==> src/core/rscs_cfg.svh <==
// Timing, reset values and default figures of the self check supervisor.
// Assumes a 200 MHz system clock; included by bare name.
`ifndef RSCS_CFG_SVH
`define RSCS_CFG_SVH

// System clock rate in MHz.
`define RSCS_CLK_MHZ 200
// Watchdog timeout in milliseconds, and the derived cycle count.
`define RSCS_WDOG_TIME_MS 100
`define RSCS_WDOG_CYC (`RSCS_WDOG_TIME_MS * 1000 * `RSCS_CLK_MHZ)
// Time the system reset line is held, in nanoseconds, and in cycles.
`define RSCS_RST_HOLD_NS 80
`define RSCS_RST_HOLD_CYC ((`RSCS_RST_HOLD_NS * `RSCS_CLK_MHZ) / 1000)
// Least spacing between two idle-time test runs, in microseconds and cycles.
`define RSCS_IDLE_GAP_US 5
`define RSCS_IDLE_GAP_CYC (`RSCS_IDLE_GAP_US * `RSCS_CLK_MHZ)
// Expected converter code for the reference taken from the 5 V rail.
`define RSCS_ADC_REF_CODE 12'h800
// Allowed deviation of the reference code either way.
`define RSCS_ADC_TOL 12'h010
// Default accumulated interruption duty, kA squared.
`define RSCS_DUTY_ACCUM_DFLT 16'h0000
// Default interruption duty limit, 8000 kA squared.
`define RSCS_DUTY_LIMIT_DFLT 16'h1f40
// Default permit mask: every external input allowed.
`define RSCS_PERMIT_DFLT 8'hff
// Reset value of a cleared flag.
`define RSCS_FLAG_CLR 1'b0

`endif

==> src/core/rscs_pkg.sv <==
// Types shared by the self check supervisor, its tester model, checker and bench.
// Assumes rscs_cfg.svh supplies the figures; this package holds types only.
package rscs_pkg;

  // Supervisor states.
  typedef enum logic [2:0] {
    ST_COLD,   // Cold boot: log and launch the start-up tests.
    ST_TEST,   // Waiting for the start-up test results.
    ST_WARM,   // Warm boot: variables initialised, logged.
    ST_RUN,    // Normal operation.
    ST_ITEST,  // Waiting for idle-time test results.
    ST_RSTI,   // System reset being initiated.
    ST_HALT    // Latched halt; only power removal leaves it.
  } rscs_state_t;

  // Results reported by the testers with the done strobe.
  typedef struct packed {
    logic adc_fail;      // Converter stuck or unresponsive.
    logic supply_unrec;  // 15 V supply lost beyond recovery.
    logic osc_ram_fail;  // Oscillography memory failed.
    logic work_ram_fail; // Working memory failed.
    logic evlog_fail;    // Event-log storage area failed.
    logic nv_chip_fail;  // Nonvolatile storage chip malfunction.
    logic set_a_bad;     // Settings copy A corrupted.
    logic set_b_bad;     // Settings copy B corrupted.
    logic cal_a_bad;     // Calibration copy A corrupted.
    logic cal_b_bad;     // Calibration copy B corrupted.
  } rscs_test_res_t;

  // Event strobes towards the event log, one cycle each.
  typedef struct packed {
    logic cold_boot;     // Cold boot started.
    logic warm_boot;     // Warm boot done.
    logic dflt_settings; // Default settings loaded.
    logic dflt_calib;    // Default calibration loaded.
    logic open_current;  // Current while breaker open.
    logic supply_fail;   // Supply loss found.
    logic osc_fault;     // Oscillography memory fault.
    logic evlog_fault;   // Event-log storage fault.
    logic hw_fault;      // Nonvolatile chip fault.
    logic sys_reset;     // System reset initiated.
  } rscs_events_t;

  // Permit bits of the external inputs.
  typedef struct packed {
    logic reclose_inhibit_input;
    logic extended_zone_pullback_input;
    logic channel_receive_input;
    logic reclose_cancel_input;
    logic reclose_initiate_input;
    logic line_pickup_input;
    logic trip_block_input;
    logic breaker_status_input;
  } rscs_permit_t;

  // Default settings image driven while fallback settings are in force.
  typedef struct packed {
    logic [15:0]  duty_accum; // Accumulated duty, kA squared.
    logic [15:0]  duty_limit; // Duty limit, kA squared.
    rscs_permit_t permit;     // External input permits.
  } rscs_dflt_set_t;

endpackage

==> src/core/rscs_watchdog.sv <==
// One program watchdog: expires when not kicked within its timeout.
// Assumes the kick is a one-cycle strobe from the supervised program.
`timescale 1ns/1ps
`default_nettype none

module rscs_watchdog #(
  parameter int unsigned CYC = 20000000 // Timeout in clock cycles.
) (
  input  wire logic clk,    // System clock.
  input  wire logic rst,    // Asynchronous reset, active high.
  input  wire logic run,    // Watchdog armed while high.
  input  wire logic kick,   // Restart strobe from the program.
  output logic      expired // One-cycle pulse on timeout.
);

  localparam int unsigned W = $clog2(CYC + 1);

  logic [W-1:0] cnt_q; // Cycles since the last kick.

  // Count up while armed; a kick or disarm restarts the count.
  always_ff @(posedge clk or posedge rst) begin
    if (rst) begin
      cnt_q   <= '0;
      expired <= 1'b0;
    end else if (!run || kick) begin
      cnt_q   <= '0;
      expired <= 1'b0;
    end else if (cnt_q == W'(CYC - 1)) begin
      cnt_q   <= '0;
      expired <= 1'b1;
    end else begin
      cnt_q   <= cnt_q + W'(1);
      expired <= 1'b0;
    end
  end

endmodule

`default_nettype wire

==> src/core/rscs_supervisor.sv <==
// Self check supervisor of a line protection relay.
// Assumes external testers run each test on test_start and answer with
// test_done and the result struct; one clock, reset means power-up.
`timescale 1ns/1ps
`default_nettype none
`include "rscs_cfg.svh"

module rscs_supervisor #(
  parameter int unsigned WDOG_CYC = `RSCS_WDOG_CYC, // Watchdog timeout.
  parameter int unsigned ADC_W    = 12              // Converter width.
) (
  input  wire logic                    clk,             // 200 MHz clock.
  input  wire logic                    rst,             // Power-up reset.
  input  wire logic                    idle,            // No protection work.
  input  wire logic                    test_done,       // Results valid.
  input  wire rscs_pkg::rscs_test_res_t test_res,       // Test results.
  input  wire logic [ADC_W-1:0]        adc_ref_code,    // Reference sample.
  input  wire logic                    wdog_kick_a,     // Kick, watchdog A.
  input  wire logic                    wdog_kick_b,     // Kick, watchdog B.
  input  wire logic                    breaker_open,    // Breaker is open.
  input  wire logic                    current_present, // Line current seen.
  input  wire logic                    settings_written,// User wrote settings.
  output logic                         test_start,      // Launch tests.
  output logic                         test_idle,       // Run is idle-time.
  output logic                         sys_reset,       // System reset line.
  output logic                         alarm,           // Alarm contact.
  output logic                         outputs_en,      // Outputs enabled.
  output logic                         trip_en,         // Tripping enabled.
  output logic                         protection_en,   // Protection on.
  output logic                         recloser_en,     // Reclosing on.
  output logic                         comms_en,        // Comms enabled.
  output logic                         ready_led,       // Ready indicator.
  output logic                         error_msg,       // Show error text.
  output logic                         out_of_service,  // Out of service.
  output logic                         hardware_fault_flag, // Chip fault.
  output logic                         dflt_settings_flag,  // Fallback set.
  output logic                         dflt_calib_flag, // Fallback calib.
  output logic                         open_current_alarm, // Open with I.
  output logic                         osc_fault,       // Osc memory bad.
  output logic                         evlog_fault,     // Event store bad.
  output logic                         set_copy_b,      // Settings from B.
  output logic                         cal_copy_b,      // Calib from B.
  output rscs_pkg::rscs_dflt_set_t     dflt_set,        // Default settings.
  output rscs_pkg::rscs_events_t       events           // Event strobes.
);

  localparam logic [ADC_W-1:0] ADC_HI =
    ADC_W'(`RSCS_ADC_REF_CODE + `RSCS_ADC_TOL);
  localparam logic [ADC_W-1:0] ADC_LO =
    ADC_W'(`RSCS_ADC_REF_CODE - `RSCS_ADC_TOL);
  localparam int unsigned RST_CYC = (`RSCS_RST_HOLD_CYC < 1) ?
    1 : `RSCS_RST_HOLD_CYC;
  localparam int unsigned GAP_CYC = `RSCS_IDLE_GAP_CYC;
  localparam int unsigned RW = $clog2(RST_CYC + 1);
  localparam int unsigned GW = $clog2(GAP_CYC + 1);

  rscs_pkg::rscs_state_t state_q;  // Supervisor state.
  logic [RW-1:0]         rst_cnt_q; // Reset hold counter.
  logic [GW-1:0]         gap_cnt_q; // Idle spacing counter.
  logic                  wdog_exp_a; // Watchdog A expiry.
  logic                  wdog_exp_b; // Watchdog B expiry.
  logic                  wdog_exp;   // Either watchdog expired.
  logic                  wdog_run;   // Watchdogs armed.
  logic                  take;       // Results accepted this cycle.
  logic                  adc_bad;    // Converter check failed.
  logic                  crit;       // Critical fault in results.
  logic                  set_both;   // Both settings copies bad.
  logic                  cal_both;   // Both calibration copies bad.
  logic                  running;    // Warm-booted and operating.
  logic                  gap_done;   // Idle spacing elapsed.
  logic                  open_cur_q; // Open-with-current, last cycle.

  // Two independent program watchdogs, armed in every state but ST_HALT.
  // two watchdogs
  rscs_watchdog #(.CYC(WDOG_CYC)) u_wdog_a (
    .clk     (clk),
    .rst     (rst),
    .run     (wdog_run),
    .kick    (wdog_kick_a),
    .expired (wdog_exp_a)
  );

  rscs_watchdog #(.CYC(WDOG_CYC)) u_wdog_b (
    .clk     (clk),
    .rst     (rst),
    .run     (wdog_run),
    .kick    (wdog_kick_b),
    .expired (wdog_exp_b)
  );

  // Classify the results; only results awaited in a test state count.
  always_comb begin
    wdog_run = (state_q != rscs_pkg::ST_HALT);
    wdog_exp = wdog_exp_a | wdog_exp_b;
    take     = test_done & ((state_q == rscs_pkg::ST_TEST) |
                            (state_q == rscs_pkg::ST_ITEST));
    adc_bad  = test_res.adc_fail | (adc_ref_code > ADC_HI) |
               (adc_ref_code < ADC_LO);
    crit     = adc_bad | test_res.supply_unrec | test_res.work_ram_fail;
    set_both = test_res.set_a_bad & test_res.set_b_bad;
    cal_both = test_res.cal_a_bad & test_res.cal_b_bad;
    running  = (state_q == rscs_pkg::ST_RUN) |
               (state_q == rscs_pkg::ST_ITEST);
    gap_done = (gap_cnt_q == GW'(GAP_CYC));
  end

  // Main sequence: cold boot, tests, warm boot, run, idle tests, halt.
  always_ff @(posedge clk or posedge rst) begin
    if (rst) begin
      state_q    <= rscs_pkg::ST_COLD;
      test_start <= 1'b0;
      test_idle  <= 1'b0;
    end else begin
      test_start <= 1'b0;
      case (state_q)
        rscs_pkg::ST_COLD: begin
          test_start <= 1'b1;
          test_idle  <= 1'b0;
          state_q    <= rscs_pkg::ST_TEST;
        end
        rscs_pkg::ST_TEST: begin
          if (wdog_exp) begin
            state_q <= rscs_pkg::ST_HALT;
          end else if (take && (crit || test_res.nv_chip_fail)) begin
            state_q <= rscs_pkg::ST_HALT;
          end else if (take) begin
            state_q <= rscs_pkg::ST_WARM;
          end
        end
        rscs_pkg::ST_WARM: begin
          state_q <= rscs_pkg::ST_RUN;
        end
        rscs_pkg::ST_RUN: begin
          if (wdog_exp) begin
            state_q <= rscs_pkg::ST_RSTI;
          end else if (idle && gap_done) begin
            test_start <= 1'b1;
            test_idle  <= 1'b1;
            state_q    <= rscs_pkg::ST_ITEST;
          end
        end
        rscs_pkg::ST_ITEST: begin
          if (take && test_res.nv_chip_fail) begin
            state_q <= rscs_pkg::ST_HALT;
          end else if (wdog_exp || (take && crit)) begin
            state_q <= rscs_pkg::ST_RSTI;
          end else if (take) begin
            state_q <= rscs_pkg::ST_RUN;
          end
        end
        rscs_pkg::ST_RSTI: begin
          if (wdog_exp) begin
            state_q <= rscs_pkg::ST_HALT;
          end else if (rst_cnt_q == RW'(RST_CYC - 1)) begin
            state_q <= rscs_pkg::ST_COLD;
          end
        end
        rscs_pkg::ST_HALT: begin
          state_q <= rscs_pkg::ST_HALT;
        end
        default: begin
          state_q <= rscs_pkg::ST_HALT;
        end
      endcase
    end
  end

  // Reset hold and idle spacing counters.
  always_ff @(posedge clk or posedge rst) begin
    if (rst) begin
      rst_cnt_q <= '0;
      gap_cnt_q <= '0;
    end else begin
      if (state_q == rscs_pkg::ST_RSTI) begin
        rst_cnt_q <= rst_cnt_q + RW'(1);
      end else begin
        rst_cnt_q <= '0;
      end
      if (state_q != rscs_pkg::ST_RUN) begin
        gap_cnt_q <= '0;
      end else if (!gap_done) begin
        gap_cnt_q <= gap_cnt_q + GW'(1);
      end
    end
  end

  // Settings copy handling and the fallback-settings flag.
  always_ff @(posedge clk or posedge rst) begin
    if (rst) begin
      dflt_settings_flag <= `RSCS_FLAG_CLR;
      set_copy_b         <= 1'b0;
    end else begin
      if (take && set_both) begin
        dflt_settings_flag <= 1'b1;
      end else if (settings_written) begin
        dflt_settings_flag <= `RSCS_FLAG_CLR;
      end
      if (take) begin
        set_copy_b <= test_res.set_a_bad & ~test_res.set_b_bad;
      end
    end
  end

  // Calibration copy handling; fallback lasts until the next power-up.
  always_ff @(posedge clk or posedge rst) begin
    if (rst) begin
      dflt_calib_flag <= `RSCS_FLAG_CLR;
      cal_copy_b      <= 1'b0;
    end else if (take) begin
      if (cal_both) begin
        dflt_calib_flag <= 1'b1;
      end
      cal_copy_b <= test_res.cal_a_bad & ~test_res.cal_b_bad;
    end
  end

  // Sticky fault flags: hardware chip fault and non-critical areas.
  always_ff @(posedge clk or posedge rst) begin
    if (rst) begin
      hardware_fault_flag <= `RSCS_FLAG_CLR;
      osc_fault           <= `RSCS_FLAG_CLR;
      evlog_fault         <= `RSCS_FLAG_CLR;
    end else if (take) begin
      if (test_res.nv_chip_fail) begin
        hardware_fault_flag <= 1'b1;
      end
      if (test_res.osc_ram_fail) begin
        osc_fault <= 1'b1;
      end
      if (test_res.evlog_fail) begin
        evlog_fault <= 1'b1;
      end
    end
  end

  // Breaker position against current, checked every cycle.
  always_ff @(posedge clk or posedge rst) begin
    if (rst) begin
      open_cur_q <= 1'b0;
    end else begin
      open_cur_q <= breaker_open & current_present;
    end
  end

  // Event strobes, one cycle each, several may fire together.
  always_ff @(posedge clk or posedge rst) begin
    if (rst) begin
      events <= '0;
    end else begin
      events <= '0;
      events.cold_boot <= (state_q == rscs_pkg::ST_COLD);
      events.warm_boot <= (state_q == rscs_pkg::ST_WARM);
      events.sys_reset <= (state_q == rscs_pkg::ST_RSTI) &&
                          (rst_cnt_q == '0);
      events.open_current <= breaker_open & current_present & ~open_cur_q;
      if (take) begin
        events.dflt_settings <= set_both;
        events.dflt_calib    <= cal_both;
        events.supply_fail   <= test_res.supply_unrec;
        events.osc_fault     <= test_res.osc_ram_fail;
        events.evlog_fault   <= test_res.evlog_fail;
        events.hw_fault      <= test_res.nv_chip_fail;
      end
    end
  end

  // Registered status outputs derived from state and flags.
  always_ff @(posedge clk or posedge rst) begin
    if (rst) begin
      sys_reset          <= 1'b0;
      alarm              <= 1'b0;
      outputs_en         <= 1'b0;
      trip_en            <= 1'b0;
      protection_en      <= 1'b0;
      recloser_en        <= 1'b0;
      comms_en           <= 1'b1;
      ready_led          <= 1'b0;
      error_msg          <= 1'b0;
      out_of_service     <= 1'b0;
      open_current_alarm <= 1'b0;
    end else begin
      sys_reset  <= (state_q == rscs_pkg::ST_RSTI);
      alarm      <= (state_q == rscs_pkg::ST_HALT) | dflt_settings_flag;
      outputs_en <= running;
      comms_en   <= 1'b1;
      trip_en        <= running & ~dflt_settings_flag;
      protection_en  <= running & ~dflt_settings_flag;
      recloser_en    <= running & ~dflt_settings_flag;
      out_of_service <= ~running | dflt_settings_flag;
      ready_led <= running;
      error_msg <= (state_q == rscs_pkg::ST_HALT);
      open_current_alarm <= open_cur_q;
    end
  end

  // Default settings image presented while fallback is in force.
  always_ff @(posedge clk or posedge rst) begin
    if (rst) begin
      dflt_set <= '0;
    end else if (dflt_settings_flag) begin
      dflt_set.duty_accum <= `RSCS_DUTY_ACCUM_DFLT;
      dflt_set.duty_limit <= `RSCS_DUTY_LIMIT_DFLT;
      dflt_set.permit     <= `RSCS_PERMIT_DFLT;
    end else begin
      dflt_set <= '0;
    end
  end

endmodule

`default_nettype wire

==> config.mk <==
export PLATFORM = sky130hd
export DESIGN_NAME = rscs_supervisor
export DESIGN_NICKNAME = d
export VERILOG_FILES = /design/src/core/rscs_pkg.sv /design/src/core/rscs_watchdog.sv /design/src/core/rscs_supervisor.sv
export VERILOG_INCLUDE_DIRS = /design/src /design/src/core
export SDC_FILE = /design/constraint.sdc
export NUM_CORES = 1
export LEC_CHECK = 0
export BUFFER_PORTS_ARGS = -buffer_cell sky130_fd_sc_hd__buf_2
export CAP_MARGIN = 25
export CELL_PAD_IN_SITES_DETAIL_PLACEMENT = 1
export CELL_PAD_IN_SITES_GLOBAL_PLACEMENT = 1
export CORE_MARGIN = 3
export CORE_UTILIZATION = 38
export DETAILED_ROUTE_END_ITERATION = 16
export HOLD_SLACK_MARGIN = 0.1
export PLACE_DENSITY_LB_ADDON = 0.1
export SYNTH_ARGS = -nofsm -noshare
export SYNTH_HDL_FRONTEND = slang
export SYNTH_SLANG_ARGS = --single-unit
==> constraint.sdc <==
create_clock -name clk -period 3.05 [get_ports clk]
set_input_delay 0.61 -clock clk [delete_from_list [all_inputs] [get_ports clk]]
set_output_delay 0.61 -clock clk [all_outputs]
set_load 0.01 [all_outputs]
==> results.md <==
- For hold timing, the worst endpoint is open_current_alarm.
- The transition time at the pin with the least slew margin is 0.6198 ns.
- The die covers between 0.01 and 0.015 mm^2.
- The source-to-sink clock delay at the later pin of the worst-skew pair is 0.35 ns.
- The wire-length estimate of the detail-placed layout is 7579 um.
- The first global-routing pass estimated about 18,000 um of wire.
- After detailed routing, the average wire length per cell comes to 14.63 um.
- The run finished with clean final reports.
- Of all flip-flops after synthesis, the portion carrying an async set or reset was 100.0%.
- The layout-stage area growth over the synthesis result is 13.09%.
- The die span in x is 120.1 um.
- Entering global routing, the biggest net connects 99 pins.
- The min-delay analysis places its worst path in the category reg2reg.
- The sequential share of the synthesized area is 49.61%.
- The remaining design rule violation count is 0.
- 101 I/O pins were placed.
- The detailed-route vias per instance is approximately 4.8.
- The count of unique library cells instantiated by Yosys is 50.
- The average instance in the mapped netlist occupies 9.907 um^2.
- The number of global-route vias before repair is 3,711.
- Setup repair after global routing left no endpoint under its margin.
- The cell depth of the worst hold path is 0.
- The number of cells on the worst reg-to-reg path is 6.
- The H-tree level count is 3.
- The clock transition at the register clock pins on the worst setup and hold paths after CTS is 0.07 ns.
- The clock tree root buffer cell is clkbuf_16.
- The capturing element type of the critical path is a register.
- The count of vias placed by the detailed router is approximately 3.5k.
- The analysis attributes to cell leakage a power of 2.541 nW.
- The number of instances in the synthesized netlist is 499.
- The clock tree from TritonCTS is done.
- In the final timing run, aggregate negative setup slack is 0 ns.
- The number of nets at the end of the flow is 596.
- The minimum clock period after layout is ~2.4 ns.
- The critical register-to-register path startpoint is u_wdog_b.cnt_q[17].
- The final-report setup violation count is 0.
- The initialized floorplan defines 41 standard-cell rows.
- The headroom to the max-slew limit is between 50% and 60%.
- For this design the ratio of total power to cell area is roughly 450 mW/mm^2.
- The total clock sinks is 98.
- Counting flops and latches in the post-synthesis netlist gives slightly below 100.
- The total of cells resized after clock tree synthesis is 0.
- The maximum net fanout on the critical path is 12.
- The setup fix buffers added after clock tree synthesis is 0.
- The most instantiated flip-flop cell in the synthesis netlist is dfrtp_1.
- The flop-to-flop setup slack is approximately 0.64 ns.
- The final wirelength is 10,760 um.
- The worst setup path is launched from a register.
- The maximum clock skew at final layout is 0.007333 ns.
- The longest clock path from root to sink contains 2 buffers.
- Cells with a size suffix above 1 make up 18.83% of the layout.
- The first detailed-routing pass took 4 iterations.
- For this run the aggregate overflow at the end of global routing stands at 0.
- In this run, CTS created clock tree buffers numbering 9.
- Cells fill 44.12% of the core in the end.
- The area of the mapped netlist is 0.004943 mm^2.
- The final max-slew violation count is 0.
- The number of max-cap violations is 0.
- The worst-case vdd ir drop is 0.2623 mV.
- The total core area is ~0.013 mm^2.
- The maximum frequency from static timing analysis is just over 400 MHz.
- In this run the most critical hold path is launched from open_cur_q.
- The count of input and output buffers is 73.
- The count of inserted antenna diode cells is 0.
- The final clock period utilization by the worst path is 79.10%.
- The vertical extent of the die is 120.1 um.
- Final hold analysis gives a worst-case slack of 0.3912 ns.
- During synthesis, Yosys emitted a total of 0 warnings.
- The required time at the endpoint of the critical path is between 3 and 4 ns.
- The final hold violation count is 0.
- The worst register-to-register path ends at u_wdog_b.cnt_q[9].
- The startpoint-to-endpoint class of the critical path is reg2reg.
- The final weighted congestion in routability-driven placement is 0.7575.
- The number of antenna violations at the first check in global routing came to 0.
- For the worst setup path, the data arrival time is 2.65 ns.
- Including well taps, the total number of placed cells is 719.
- The remaining antenna violation count after routing is 0.
- In this run, post-CTS hold repair placed 0 buffers.
- The effective utilization at floorplan is 39.01%.
- The final standard cell count with taps included and fillers excluded is around 740.
- The number of flops mapped to enable cells by yosys is 0.
- Global routing used 15.78% of the available tracks.
- For this block, the initial DRC count from the detailed router was 180.
-- cells in the final DEF, fill, tap and decap left out, drive strengths merged, types with 12 or more instances in the layout --
cell,instances
dfrtp,98
buf,78
nor2,74
xnor2,28
conb,27
nand2,26
xor2,24
nand3,22
inv,21
nand4,16
nor3,14
clkbuf,13
a21oi,12
-- state kept, by name (all words and copies together), names as in the netlist, 3 cells and up --
register,cells
events,10
gap_cnt_q,10
rst_cnt_q,5
state_q,3
u_wdog_a.cnt_q,25
u_wdog_b.cnt_q,25
-- synthesized netlist by cell type (3+ instances only) --
library cell,instances,share of area [%]
a21oi_1,12,1.2
nand4_1,13,1.6
nand2_1,26,2.0
clkbuf_1,8,0.61
nor2_1,74,5.6
ha_1,7,1.8
nor3_1,13,1.3
nand2b_1,8,1.0
o31ai_1,5,0.76
nor4_1,7,0.89
nor2b_1,5,0.63
xnor2_1,28,5.0
nand3b_1,3,0.46
and2_1,10,1.3
nand3_1,22,2.2
dfrtp_1,98,50
buf_4,47,7.1
or4_1,6,0.91
xor2_1,24,4.3
o21ai_0,6,0.61
and3_1,9,1.1
and4_1,5,0.89
inv_1,22,1.7
or2_1,5,0.63
-- logic make-up (layout without fill, tap and decap cells) --
kind of cell,Yosys count,in the layout,share of synthesized area (%)
simple gates,222,222,24.27
mux,3,3,0.6328
fa+ha+maj,7,7,1.772
flops,98,98,49.61
other cells,2,27,0.1519
compound gates,38,38,4.936
xor+xnor,52,52,9.213
buf+inv,77,116,9.415
-- worst max-delay path: stages, from the launching register on --
cell and delay (ns):
dfrtp_1 0.41, or4_1 0.53, nor4_1 0.52, nand2_1 0.14, nand2b_1 0.35, buf_4 0.27, nor2_1 0.07
-- worst max path at each step --
| stage | from | to | slack (ns) | cells after the start |
|---|---|---|---|---|
| after floorplan | gap_cnt_q[0] | state_q[2] | 1.08 | 7 |
| after global placement | u_wdog_b.cnt_q[17] | u_wdog_b.cnt_q[17] | 0.75 | 6 |
| after detailed placement | u_wdog_b.cnt_q[14] | u_wdog_b.cnt_q[9] | 0.69 | 6 |
| after CTS | u_wdog_b.cnt_q[17] | u_wdog_b.cnt_q[9] | 0.64 | 6 |
| after global routing | u_wdog_b.cnt_q[14] | u_wdog_b.cnt_q[13] | 0.48 | 6 |
| final | u_wdog_b.cnt_q[17] | u_wdog_b.cnt_q[9] | 0.64 | 6 |
-- metal layers --
metal / global-route usage (%) / share of wire, % / up-vias
met2: 26.34 / 50 / 59
met5: 0 / 0 / -
met1: 20.22 / 45 / 1758
met4: 3.794 / 0.59 / 0
met3: 4.618 / 4.1 / 4
li1: - / - / 1727
-- cell type report --
class,count,area [um^2]
fillers,1480,7081
flip-flops and latches,98,2452
multi-input cells,349,2120
repair buffers,78,415.4
clock buffers,13,280.3
well taps,172,215.2
inverters,22,86.33
clock inverters,3,21.27
-- report_power, final --
part	total [W]	leakage, nW	switching (W)	internal (W)
Clock	0.00113	0.148	0.000489	0.000643
Combinational	0.0000842	1.07	0.0000589	0.0000253
Sequential	0.00131	1.33	0.00000246	0.00131
Total	0.00252	2.54	0.000550	0.00197
-- per-stage QoR --
stage | total power [W] | area (um^2) | worst slack [ns]
after floorplan | 0.001403 | 5041 | 1.078
after global placement | 0.001417 | 5289 | 0.7504
after detailed placement | 0.001419 | 5289 | 0.6939
after CTS | 0.002571 | 5590 | 0.6408
after global routing | 0.002648 | 5590 | 0.4840
final | 0.002523 | 5590 | 0.6373
Power figures use the tool's default switching activity.
